### src/include/aes_round_pkg.sv
// package for the aes round primitive datapath: op codes, carriers, constants
// assumes a single 100 MHz clock domain and a same-clock byte substitution table
`default_nettype none
package aes_round_pkg;

  // ----------------------------------------------------------------
  // operations
  // ----------------------------------------------------------------
  typedef enum logic [2:0] {
    encrypt_round_op       = 3'h0,
    encrypt_final_round_op = 3'h1,
    decrypt_round_op       = 3'h2,
    decrypt_final_round_op = 3'h3,
    inverse_column_mix_op  = 3'h4,
    round_key_assist_op    = 3'h5
  } op_t;

  // ----------------------------------------------------------------
  // cipher key lengths and their round counts
  // ----------------------------------------------------------------
  typedef enum logic [1:0] {
    key_len_128 = 2'h0,
    key_len_192 = 2'h1,
    key_len_256 = 2'h2
  } key_len_t;

  localparam logic [3:0] ROUNDS_KEY_128 = 4'ha;
  localparam logic [3:0] ROUNDS_KEY_192 = 4'hc;
  localparam logic [3:0] ROUNDS_KEY_256 = 4'he;

  // ----------------------------------------------------------------
  // field arithmetic
  // ----------------------------------------------------------------
  // x^8+x^4+x^3+x+1, held at the width of the raw carry-less product
  localparam logic [14:0] GF_REDUCE_POLY = 15'h011b;
  // coefficients by distance (k - i) mod 4, distance 0 in the low byte
  localparam logic [31:0] MIX_FWD_COEF = 32'h0101_0302;
  localparam logic [31:0] MIX_INV_COEF = 32'h090d_0b0e;

  // ----------------------------------------------------------------
  // state layout and reset values
  // ----------------------------------------------------------------
  localparam int STATE_W = 128;
  localparam int WORD_W = 32;
  localparam int BYTE_W = 8;
  localparam logic [127:0] STATE_RST = 128'h0000_0000_0000_0000_0000_0000_0000_0000;
  localparam logic [7:0] RCON_RST = 8'h00;
  localparam logic [3:0] ROUNDS_RST = 4'h0;

  // ----------------------------------------------------------------
  // carriers
  // ----------------------------------------------------------------
  typedef struct packed {
    op_t op;
    key_len_t key_len;
    logic [7:0] rcon;
    logic [127:0] state;
    logic [127:0] round_key;
  } req_t;

  typedef struct packed {
    logic valid;
    logic inverse;
    logic [127:0] data;
  } sub_query_t;

  typedef enum logic {
    FSM_IDLE = 1'b0,
    FSM_LOOKUP = 1'b1
  } fsm_t;

endpackage : aes_round_pkg
`default_nettype wire

### src/aes_round_primitives.sv
// round primitive datapath: one aes round operation per request
// assumes a same-clock substitution table answers sub_query_o in the same cycle
`timescale 1ns/1ps
`default_nettype none

// Function
// - keys of 128/192/256 bits, 10/12/14 rounds
// - six round, column-mix and key-assist operations
// - inputs: 128-bit state and 128-bit round key
// - four words; byte 4j+i holds matrix byte
// - bit 7 is each byte's most significant
// - column mix with 02,03,01,01 rotated rows
// - field product: carry-less multiply, reduce modulo polynomial
// - field addition is plain bitwise xor
// - bit k is coefficient of x^k
// - word rotate: (S3,S2,S1,S0) becomes (S0,S3,S2,S1)
// - row 0 kept, rows 1-3 rotated left
module aes_round_primitives (
  input wire logic sys_clk_i,
  input wire logic nrst_i,
  input wire logic req_valid_i,
  input wire aes_round_pkg::req_t req_i,
  output logic req_ready_o,
  output aes_round_pkg::sub_query_t sub_query_o,
  input wire logic [127:0] sub_result_i,
  output logic done_o,
  output logic [127:0] result_o,
  output logic [3:0] rounds_o
);
  import aes_round_pkg::*;

  // ----------------------------------------------------------------
  // state
  // ----------------------------------------------------------------
  typedef struct packed {
    fsm_t fsm;
    logic ready;
    logic query_valid;
    logic inverse;
    op_t op;
    key_len_t key_len;
    logic [7:0] rcon;
    logic [127:0] state;
    logic [127:0] round_key;
    logic [127:0] result;
    logic [3:0] rounds;
    logic done;
  } regs_t;

  localparam regs_t REGS_RST = '{
    fsm: FSM_IDLE,
    ready: 1'b1,
    query_valid: 1'b0,
    inverse: 1'b0,
    op: encrypt_round_op,
    key_len: key_len_128,
    rcon: RCON_RST,
    state: STATE_RST,
    round_key: STATE_RST,
    result: STATE_RST,
    rounds: ROUNDS_RST,
    done: 1'b0
  };

  regs_t st_q;
  regs_t st_d;

  // ----------------------------------------------------------------
  // byte permutations
  // ----------------------------------------------------------------
  // matrix byte (i, j) lives at bits 8*(4j+i) +: 8, msb at bit 7 of the lane
  function automatic logic [7:0] get_byte(input logic [127:0] s, input int i, input int j);
    get_byte = s[8*(4*j+i) +: 8];
  endfunction : get_byte

  function automatic logic [127:0] shift_rows(input logic [127:0] s);
    logic [127:0] r;
    r = '0;
    for (int i = 0; i < 4; i++) begin
      for (int j = 0; j < 4; j++) begin
        // row i takes from column j+i, so row 0 stays put
        r[8*(4*j+i) +: 8] = get_byte(s, i, (j + i) % 4);
      end
    end
    shift_rows = r;
  endfunction : shift_rows

  function automatic logic [127:0] inv_shift_rows(input logic [127:0] s);
    logic [127:0] r;
    r = '0;
    for (int i = 0; i < 4; i++) begin
      for (int j = 0; j < 4; j++) begin
        r[8*(4*j+i) +: 8] = get_byte(s, i, (j + 4 - i) % 4);
      end
    end
    inv_shift_rows = r;
  endfunction : inv_shift_rows

  function automatic logic [31:0] rot_word(input logic [31:0] w);
    rot_word = {w[7:0], w[31:8]};
  endfunction : rot_word

  // ----------------------------------------------------------------
  // column mix, shared by forward and inverse forms
  // ----------------------------------------------------------------
  // one multiplier array serves both coefficient sets to save area
  logic [127:0] mix_in;
  logic [31:0] mix_coef;
  logic [127:0] mix_out;
  logic [7:0] mix_prod [4][4][4];

  for (genvar gi = 0; gi < 4; gi++) begin : g_row
    for (genvar gj = 0; gj < 4; gj++) begin : g_col
      for (genvar gk = 0; gk < 4; gk++) begin : g_term
        gf_byte_multiply u_mul (
          .a_i(mix_coef[8*((gk + 4 - gi) % 4) +: 8]),
          .b_i(mix_in[8*(4*gj+gk) +: 8]),
          .p_o(mix_prod[gi][gj][gk])
        );
      end
    end
  end

  always_comb begin
    mix_out = '0;
    for (int i = 0; i < 4; i++) begin
      for (int j = 0; j < 4; j++) begin
        // each column on its own; terms join by xor
        mix_out[8*(4*j+i) +: 8] = mix_prod[i][j][0] ^ mix_prod[i][j][1]
                                ^ mix_prod[i][j][2] ^ mix_prod[i][j][3];
      end
    end
  end

  // ----------------------------------------------------------------
  // operation result
  // ----------------------------------------------------------------
  logic [127:0] op_result;
  logic [31:0] assist_lo;
  logic [31:0] assist_hi;

  // mix operand chosen apart from the result mux, so no path folds back on itself
  always_comb begin
    mix_coef = MIX_FWD_COEF;
    mix_in = shift_rows(sub_result_i);
    unique case (st_q.op)
      decrypt_round_op: begin
        // equivalent inverse cipher: inverse mix before the key add
        mix_coef = MIX_INV_COEF;
        mix_in = inv_shift_rows(sub_result_i);
      end
      inverse_column_mix_op: begin
        mix_coef = MIX_INV_COEF;
        mix_in = st_q.state;
      end
      default: begin
        mix_coef = MIX_FWD_COEF;
      end
    endcase
  end

  always_comb begin
    assist_lo = sub_result_i[63:32];
    assist_hi = sub_result_i[127:96];
    op_result = STATE_RST;
    unique case (st_q.op)
      encrypt_round_op: begin
        op_result = mix_out ^ st_q.round_key;
      end
      encrypt_final_round_op: begin
        op_result = shift_rows(sub_result_i) ^ st_q.round_key;
      end
      decrypt_round_op: begin
        op_result = mix_out ^ st_q.round_key;
      end
      decrypt_final_round_op: begin
        op_result = inv_shift_rows(sub_result_i) ^ st_q.round_key;
      end
      inverse_column_mix_op: begin
        op_result = mix_out;
      end
      round_key_assist_op: begin
        // substituted words 1 and 3, each also rotated and xored with rcon
        op_result = {rot_word(assist_hi) ^ {24'h00_0000, st_q.rcon}, assist_hi,
                     rot_word(assist_lo) ^ {24'h00_0000, st_q.rcon}, assist_lo};
      end
      default: begin
        op_result = STATE_RST;
      end
    endcase
  end

  // ----------------------------------------------------------------
  // request sequencing
  // ----------------------------------------------------------------
  always_comb begin
    st_d = st_q;
    st_d.done = 1'b0;
    unique case (st_q.fsm)
      FSM_IDLE: begin
        if (req_valid_i) begin
          st_d.fsm = FSM_LOOKUP;
          st_d.ready = 1'b0;
          st_d.query_valid = 1'b1;
          st_d.inverse = (req_i.op == decrypt_round_op)
                       || (req_i.op == decrypt_final_round_op);
          st_d.op = req_i.op;
          st_d.key_len = req_i.key_len;
          st_d.rcon = req_i.rcon;
          st_d.state = req_i.state;
          st_d.round_key = req_i.round_key;
        end
      end
      FSM_LOOKUP: begin
        st_d.fsm = FSM_IDLE;
        st_d.ready = 1'b1;
        st_d.query_valid = 1'b0;
        st_d.result = op_result;
        st_d.done = 1'b1;
        // round count follows the key length; unused code 3 reports zero
        unique case (st_q.key_len)
          key_len_128: st_d.rounds = ROUNDS_KEY_128;
          key_len_192: st_d.rounds = ROUNDS_KEY_192;
          key_len_256: st_d.rounds = ROUNDS_KEY_256;
          default: st_d.rounds = ROUNDS_RST;
        endcase
      end
    endcase
  end

  always_ff @(posedge sys_clk_i or negedge nrst_i) begin
    if (!nrst_i) begin
      st_q <= REGS_RST;
    end else begin
      st_q <= st_d;
    end
  end

  // ----------------------------------------------------------------
  // outputs, all from flops
  // ----------------------------------------------------------------
  assign req_ready_o = st_q.ready;
  assign sub_query_o = '{valid: st_q.query_valid, inverse: st_q.inverse, data: st_q.state};
  assign done_o = st_q.done;
  assign result_o = st_q.result;
  assign rounds_o = st_q.rounds;

endmodule : aes_round_primitives
`default_nettype wire

### src/gf_byte_multiply.sv
// one byte product in the 256-element field
// assumes purely combinational use inside the round datapath
`timescale 1ns/1ps
`default_nettype none

module gf_byte_multiply (
  input wire logic [7:0] a_i,
  input wire logic [7:0] b_i,
  output logic [7:0] p_o
);
  import aes_round_pkg::*;

  logic [14:0] prod;

  always_comb begin
    prod = 15'h0000;
    // bit k stands for x^k; partial products add by xor, no carries
    for (int k = 0; k < 8; k++) begin
      if (b_i[k]) begin
        prod = prod ^ ({7'h00, a_i} << k);
      end
    end
    // fold from the top so each step clears the highest set bit
    for (int k = 14; k >= 8; k--) begin
      if (prod[k]) begin
        prod = prod ^ (GF_REDUCE_POLY << (k - 8));
      end
    end
    p_o = prod[7:0];
  end

endmodule : gf_byte_multiply
`default_nettype wire

### config.mk
export PLATFORM = sky130hd
export DESIGN_NAME = aes_round_primitives
export DESIGN_NICKNAME = d
export VERILOG_FILES = /design/src/include/aes_round_pkg.sv /design/src/aes_round_primitives.sv /design/src/gf_byte_multiply.sv
export SDC_FILE = /design/constraint.sdc
export NUM_CORES = 2
export LEC_CHECK = 0
export BUFFER_PORTS_ARGS = -buffer_cell sky130_fd_sc_hd__buf_2
export CORE_MARGIN = 1.5
export CORE_UTILIZATION = 35
export CTS_CLUSTER_SIZE = 14
export DETAILED_ROUTE_END_ITERATION = 16
export PLACE_DENSITY_LB_ADDON = 0.2
export REMOVE_ABC_BUFFERS = 1
export SLEW_MARGIN = 20
export SYNTH_ARGS = -nofsm -noshare
export SYNTH_HDL_FRONTEND = slang
export SYNTH_SLANG_ARGS = --single-unit
### constraint.sdc
create_clock -name sys_clk_i -period 3.6 [get_ports sys_clk_i]
set_input_delay 0 -clock sys_clk_i [delete_from_list [all_inputs] [get_ports sys_clk_i]]
set_output_delay 0 -clock sys_clk_i [all_outputs]
set_load 0.01 [all_outputs]
-- Word-level counts from Yosys, hierarchy flattened
Index checks and enable logic that the tools add are counted.
- bits in registers: 406
- logic and storage cells: 1945
- input port bits: 400
- output and inout bits: 264
- bitwise logic cells: 950
- equal/unequal tests: 10
- muxes and demuxes: 967
- reduce and logical (&&, ||, !) cells: 6
- operator list (kind ; count):
    $mux W15 ; 448
    $not A4 Y4 ; 448
    $xor A15 B10 Y15 ; 64
    $xor A15 B11 Y15 ; 64
    $xor A15 B9 Y15 ; 64
    $mux W8 ; 112
    $xor A15 B12 Y15 ; 48
    $xor A15 B13 Y15 ; 48
    $xor A15 B14 Y15 ; 48
    $xor A15 B15 Y15 ; 48
    $mux W11 ; 64
    $mux W10 ; 64
    $pmux W128 S5 ; 1
    $mux W9 ; 64
    $mux W7 ; 64
    $mux W6 ; 64
    $xor A128 B128 Y128 ; 3
    $xor A8 B8 Y8 ; 48
    $mux W5 ; 64
    $mux W273 ; 1
    $pmux W128 S2 ; 1
    $xor A15 B5 Y15 ; 16
    $xor A15 B6 Y15 ; 16
    $xor A15 B7 Y15 ; 16
    other kinds (19) ; 55

-- Depth between registers and ports, before layout
- depth in word-level cells: 37
- mapped depth: 17
- depth with buffers taken out: 11

-- By module
From an unflattened synthesis, not the netlist that was laid out.
- cells, all modules: 13275
- area, all modules: 100032.2 um^2
- modules (own cells, without submodules) (module ; sequential area each (um^2) ; area an instance (um^2) ; cells an instance ; times used):
    gf_byte_multiply ; 0.0 ; 1134.8 ; 165 ; 64
    aes_round_primitives ; 10136.0 ; 27402.5 ; 2715 ; 1

-- Worst setup path before layout
Ideal clock, no wire load.
- path kind: register to register
- from: register st_q[400] (netlist name)
- to: register st_q, in the netlist result_o[51]
- arrival time: 3.281 ns
- setup slack: 0.237 ns
- cell stages (with the launch flop): 13
- cell sequence: dfrtp_1 buf_6 nor3b_4 buf_6 mux2i_2 nor2_8 xnor2_1 xnor2_1 xnor2_1 xnor3_1 xnor2_1 or4b_1 a31oi_1
- longest elaborated chain between the ends: 33
- elaborated cells on any way between the ends: 127
- those cells by class: eq/ne: 5; mux: 63; bitwise: 56; reduce/logical: 3
- ends and longest elaborated chain (what ; RTL line ; source):
    start, declared ; aes_round_primitives.sv:65 ; regs_t st_q;
    start signal, assigned ; aes_round_primitives.sv:235 ; st_q <= st_d;
    $eq A3 B3 Y1 or $eq A3 B2 Y1 (tied branches) ; aes_round_primitives.sv:146, aes_round_primitives.sv:166 ;
    $reduce_or A2 Y1 (no line) ; n/a ;
    $mux W28 ; aes_round_primitives.sv:146 ; unique case (st_q.op)
    $mux W8 or $mux W4 (tied branches) ; gf_byte_multiply.sv:19 ; if (b_i[k]) begin
    $xor A15 B9 Y15 or $xor A15 B5 Y15 (tied branches) ; gf_byte_multiply.sv:20 ; prod = prod ^ ({7'h00, a_i} << k);
    $mux W15 ; gf_byte_multiply.sv:19 ;
    $xor A15 B10 Y15 or $xor A15 B6 Y15 (tied branches) ; gf_byte_multiply.sv:20 ;
    $mux W15 ; gf_byte_multiply.sv:19 ;
    (+16 left out) ; n/a ;
    $mux W7 ; gf_byte_multiply.sv:25 ; if (prod[k]) begin
    $mux W6 ; gf_byte_multiply.sv:25 ;
    $not A4 Y4 (no line) ; n/a ;
    $mux W5 ; gf_byte_multiply.sv:25 ;
    $xor A8 B8 Y8 ; aes_round_primitives.sv:129 ; mix_out[8*(4*j+i) +: 8] = mix_prod[i][j][0] ^ mix_prod[i][j][1]
    $xor A8 B8 Y8 (2 in series) ; aes_round_primitives.sv:130 ; ^ mix_prod[i][j][2] ^ mix_prod[i][j][3];
    $xor A128 B128 Y128 ; aes_round_primitives.sv:168, aes_round_primitives.sv:174 ;
    $pmux W128 S5 (*) ; aes_round_primitives.sv:166 ; unique case (st_q.op)
Mark *: on every way between the ends. The rest lies on a longest branch, timed or not.
A chain may end at the register's enable or synchronous reset.

-- Worst setup path after layout
- from: register st_q[400] (netlist name)
- to: register st_q, in the netlist result_o[108]
- longest elaborated chain between the ends: 33
- elaborated cells on any way between the ends: 126
- those cells by class: eq/ne: 5; mux: 62; bitwise: 56; reduce/logical: 3
- ends and longest elaborated chain (what ; RTL line):
    $eq A3 B3 Y1 or $eq A3 B2 Y1 (tied branches) ; aes_round_primitives.sv:146, aes_round_primitives.sv:166
    $pmux W128 S2 or $reduce_or A2 Y1 (tied branches) ; n/a
    $mux W8 or $mux W28 (tied branches) ; gf_byte_multiply.sv:19, aes_round_primitives.sv:146
    $xor A15 B9 Y15 or $xor A15 B5 Y15 (tied branches) ; gf_byte_multiply.sv:20
    $mux W15 ; gf_byte_multiply.sv:19
    $xor A15 B10 Y15 or $xor A15 B6 Y15 (tied branches) ; gf_byte_multiply.sv:20
    $mux W15 ; gf_byte_multiply.sv:19
    $xor A15 B11 Y15 or $xor A15 B7 Y15 (tied branches) ; gf_byte_multiply.sv:20
    (+16 left out) ; n/a
    $not A4 Y4 (no line) ; n/a
    $mux W6 ; gf_byte_multiply.sv:25
    $not A4 Y4 (no line) ; n/a
    $mux W5 ; gf_byte_multiply.sv:25
    $xor A8 B8 Y8 ; aes_round_primitives.sv:129
    $xor A8 B8 Y8 (2 in series) ; aes_round_primitives.sv:130
    $xor A128 B128 Y128 ; aes_round_primitives.sv:168, aes_round_primitives.sv:174
    $pmux W128 S5 (*) ; aes_round_primitives.sv:166
Marked as above.

==> reports/summary.txt <==
clock-pin slew on the worst setup and hold paths: 0.07 ns
crit path max fanout: 11
DRC viols: 0
post-synth top area share: 25.6%
maximum vdd ir drop: 442 uV
synthesized area per cell: 9.19 sq um
Synth warnings: 0
die height: 339 um
Comb power frac: 71.7%
outcome: complete, but fails checks
Reg2Reg Depth: 14
GRT overflow: 0
1st-pass router iterations: 7
FF-to-FF Start: st_q[400]$_DFFE_PN0P_
die area: 0.115 sq mm
vias in the first global route: 38,800
CP Launch Type: flop
Yosys cell types: 106
register area share after synthesis: 25.7%
PortBufs: 662
Tcrit/Tclk final: 103%
net switching power: 19,600 uW
GRT Util Overall: 36.4%
Synth-to-Final Area Change: 45.2%
CP peak stage delay: 0.55 ns
kind of critical path: reg -> reg
Main synth FF type: dfrtp_1
cells along the critical path: nor3b_4 -> buf_12 -> buf_12 -> mux2i_1 -> buf_4 -> xnor2_1 -> buf_4 -> xor2_2 -> xnor2_1 -> xnor3_1 -> o21ai_1 -> xor2_1 -> nor3_1 -> a221o_1
core box area: 0.112 sq mm
Synth Instances: 4,295
Crit. End Element: flop
global placement routability congestion: 0.983
first-pass GRT wire length: 299 mm
WP data required: 4.12 ns
number of synthesized register bits: 405
commonest non-fill, non-tap cell in the layout: buf_4
I/O pin cnt: 664
layout cells sized above 1: 41.8%
Hold Fails Final Rpt: 0
RSZ-0062 raised after global routing: yes
clock skew after layout: 0.0512 ns
slew margin rel.: 31.7%
pre-CTS WS: -0.391 ns
clock root buffer: clkbuf_16
CTS tree: built
die width: 339 um
commonest cells after routing, fill and taps aside: 830 x buf_4, 661 x buf_2, 635 x xnor2_1, 400 x dfrtp_1, 354 x dlygate4sd3_1
Area contributors post-synth: dfrtp_1 26%, xnor2_1 17%, mux2_2 7.6%, xor2_1 6.5%, buf_4 5.2%
Crit Reg-Reg Endpoint: result_o[108]$_DFFE_PN0P_
fin nets: 6,159
PwrDens: 771 mW/mm^2
Longest Clk Path Bufs: 3
Cell Int Power: 24,600 uW
hpwl dp: 171 mm
Clock power frac: 12.0%
CP Data Arrival Time: 4.23 ns
Initial Util: 35.2%
DR WL/cell: 30.0 um
Mapped Area: 0.0395 sq mm
CP max stage cell: dfrtp_4
Final ANT Viol Nets: 0
Post-synth EDFFs: 0
asr flop ratio synth: 100%
htree depth: 2
final setup fails: 8
antenna violations before repair: 19
Worst setup startpoint: st_q[400]$_DFFE_PN0P_
reg2reg setup slack: -0.11 ns
Max Slew Vio Count: 0
clk sink count: 405
WL final: 219 mm
via total after detailed routing: 39,900
hold crit path type: in -> async
sw frac: 44.4%
LEAKAGE: 0.0246 uW
cts bufs inserted: 48
failing checks: setup timing
num rows: 123
Flop pwr share: 16.3%
worst skew pair latency: 0.68 ns
crit path time final: 3.71 ns
Final Power: 44,200 uW
Final Worst Setup Slack: -0.109 ns
leading area contributor after synthesis: dfrtp_1
max_cap viols: 0
highest clock rate: 0.270 GHz
detail-routed via count per cell: 5.46
largest net degree at the start of global routing: 93
Slew @ Worst Pin: 1.02 ns
initial drt markers: 3,445
-- area by class of cell --
type | count | area (sq um)
Fill cell | 10600 | 54900
Multi-Input combinational cell | 3281 | 28200
Timing Repair Buffer | 1973 | 15200
Sequential cell | 405 | 10100
Tap cell | 1500 | 1880
Clock buffer | 68 | 1430
Clock inverter | 20 | 233
Inverter | 47 | 184
Antenna cell | 6 | 15.0
-- how the worst max path moves through the flow --
stage                                      to  slack (ns)  cells past startpoint
floorplan            result_o[56]$_DFFE_PN0P_      -13.23                     11
global placement     result_o[68]$_DFFE_PN0P_       -0.40                     13
detailed placement   result_o[68]$_DFFE_PN0P_       -0.39                     13
CTS                  result_o[59]$_DFFE_PN0P_       -0.05                     13
global route        result_o[108]$_DFFE_PN0P_       -0.24                     15
finish              result_o[108]$_DFFE_PN0P_       -0.11                     14
-- cells in the mapped netlist (12+ instances only) --
cell type  instances
xnor2_1          782
mux2_2           268
o22ai_1           44
a211oi_1          19
xnor3_1           34
a21o_1            16
a31oi_1           18
buf_1             43
a221oi_1          20
a21oi_1          239
a21oi_2           29
a222oi_1          13
nand3_1           36
nand2b_1          21
mux2i_1          125
o211ai_1          26
mux2i_2           14
o21ai_1           21
buf_4            275
nand2_1          228
o21ai_0          196
o221ai_1          61
xnor2_2           12
nor2b_1           30
a22oi_1           63
buf_6             27
nor2_1           208
inv_1             45
xor2_1           294
nand3b_1         127
a22o_1            15
dfrtp_1          404
clkbuf_1         136
buf_2             72
and2_1            22
a32oi_1           17
and3_1            12
a221o_1           14
nor3_1            44
o2bb2ai_1         18
-- power by group through the flow --
stage	Combinational, uW	Clock, uW	Sequential [uW]
floorplan	15500	0	7130
global placement	27500	0	7210
detailed placement	27600	0	7220
CTS	28600	5410	7150
global route	33300	5560	7270
finish	31700	5310	7220
-- repair_timing --
action,CTS,global route
gates cloned,0,7
gates resized for setup,70,425
hold endpoints to repair,618,0
hold buffers,354,0
endpoints found under the setup margin,45,106
setup buffers,15,89
pin swaps,12,153
-- kinds of logic after synthesis --
logic type | Yosys count | synth area share [%]
XOR/XNOR | 1127 | 26.5
other | 1 | 0.00950
AND/OR/NAND/NOR | 776 | 9.93
flip-flops | 405 | 25.7
buffers and inverters | 609 | 9.33
AO/OA/AOI/OAI | 959 | 16.7
adder cells (fa/ha/maj) | 3 | 0.0951
multiplexers | 415 | 11.7
-- state kept, by name, indices dropped and copies added (netlist names) --
name and cells:
result_o 128, rounds_o 3, req_ready_o 1, st_q 142, sub_query_o 130, done_o 1
-- critical path, delay by kind of cell, from the launching register on --
kind | cells | cell delay, ns
xor+xnor | 5 | 1.15
buf+inv | 4 | 0.72
flops | 1 | 0.55
simple gates | 2 | 0.47
compound gates | 2 | 0.45
mux | 1 | 0.19
-- metal layers --
metal  track usage [%]  part of all wire (%)  wire length [um]  vias to the layer above
met4              15.5                   5.2             11300                        6
met2              58.2                    45             98900                     1914
met3              7.04                   7.6             16600                      428
met5                 0                 0.018                40                        -
li1                  -                     -                 -                    17700
met1              47.7                    42             91900                    19800
-- through the flow --
stage / instance area, sq um / utilization [%] / hold WS, ns / std cells / setup TNS (ns)
finish: 57300 / 51.1 / 0.00815 / 7300 / -0.323
global route: 57300 / 51.1 / 0.0413 / 7296 / -5.37
CTS: 54000 / 48.2 / 0.00234 / 7202 / -0.0473
detailed placement: 48300 / 43.0 / 0.0923 / 6745 / -2.13
global placement: 48300 / 43.0 / 0.0948 / 6745 / -1.86
floorplan: 36000 / - / -0.296 / 3733 / -4469.41
Note: power is estimated with default switching activity, not from simulation.
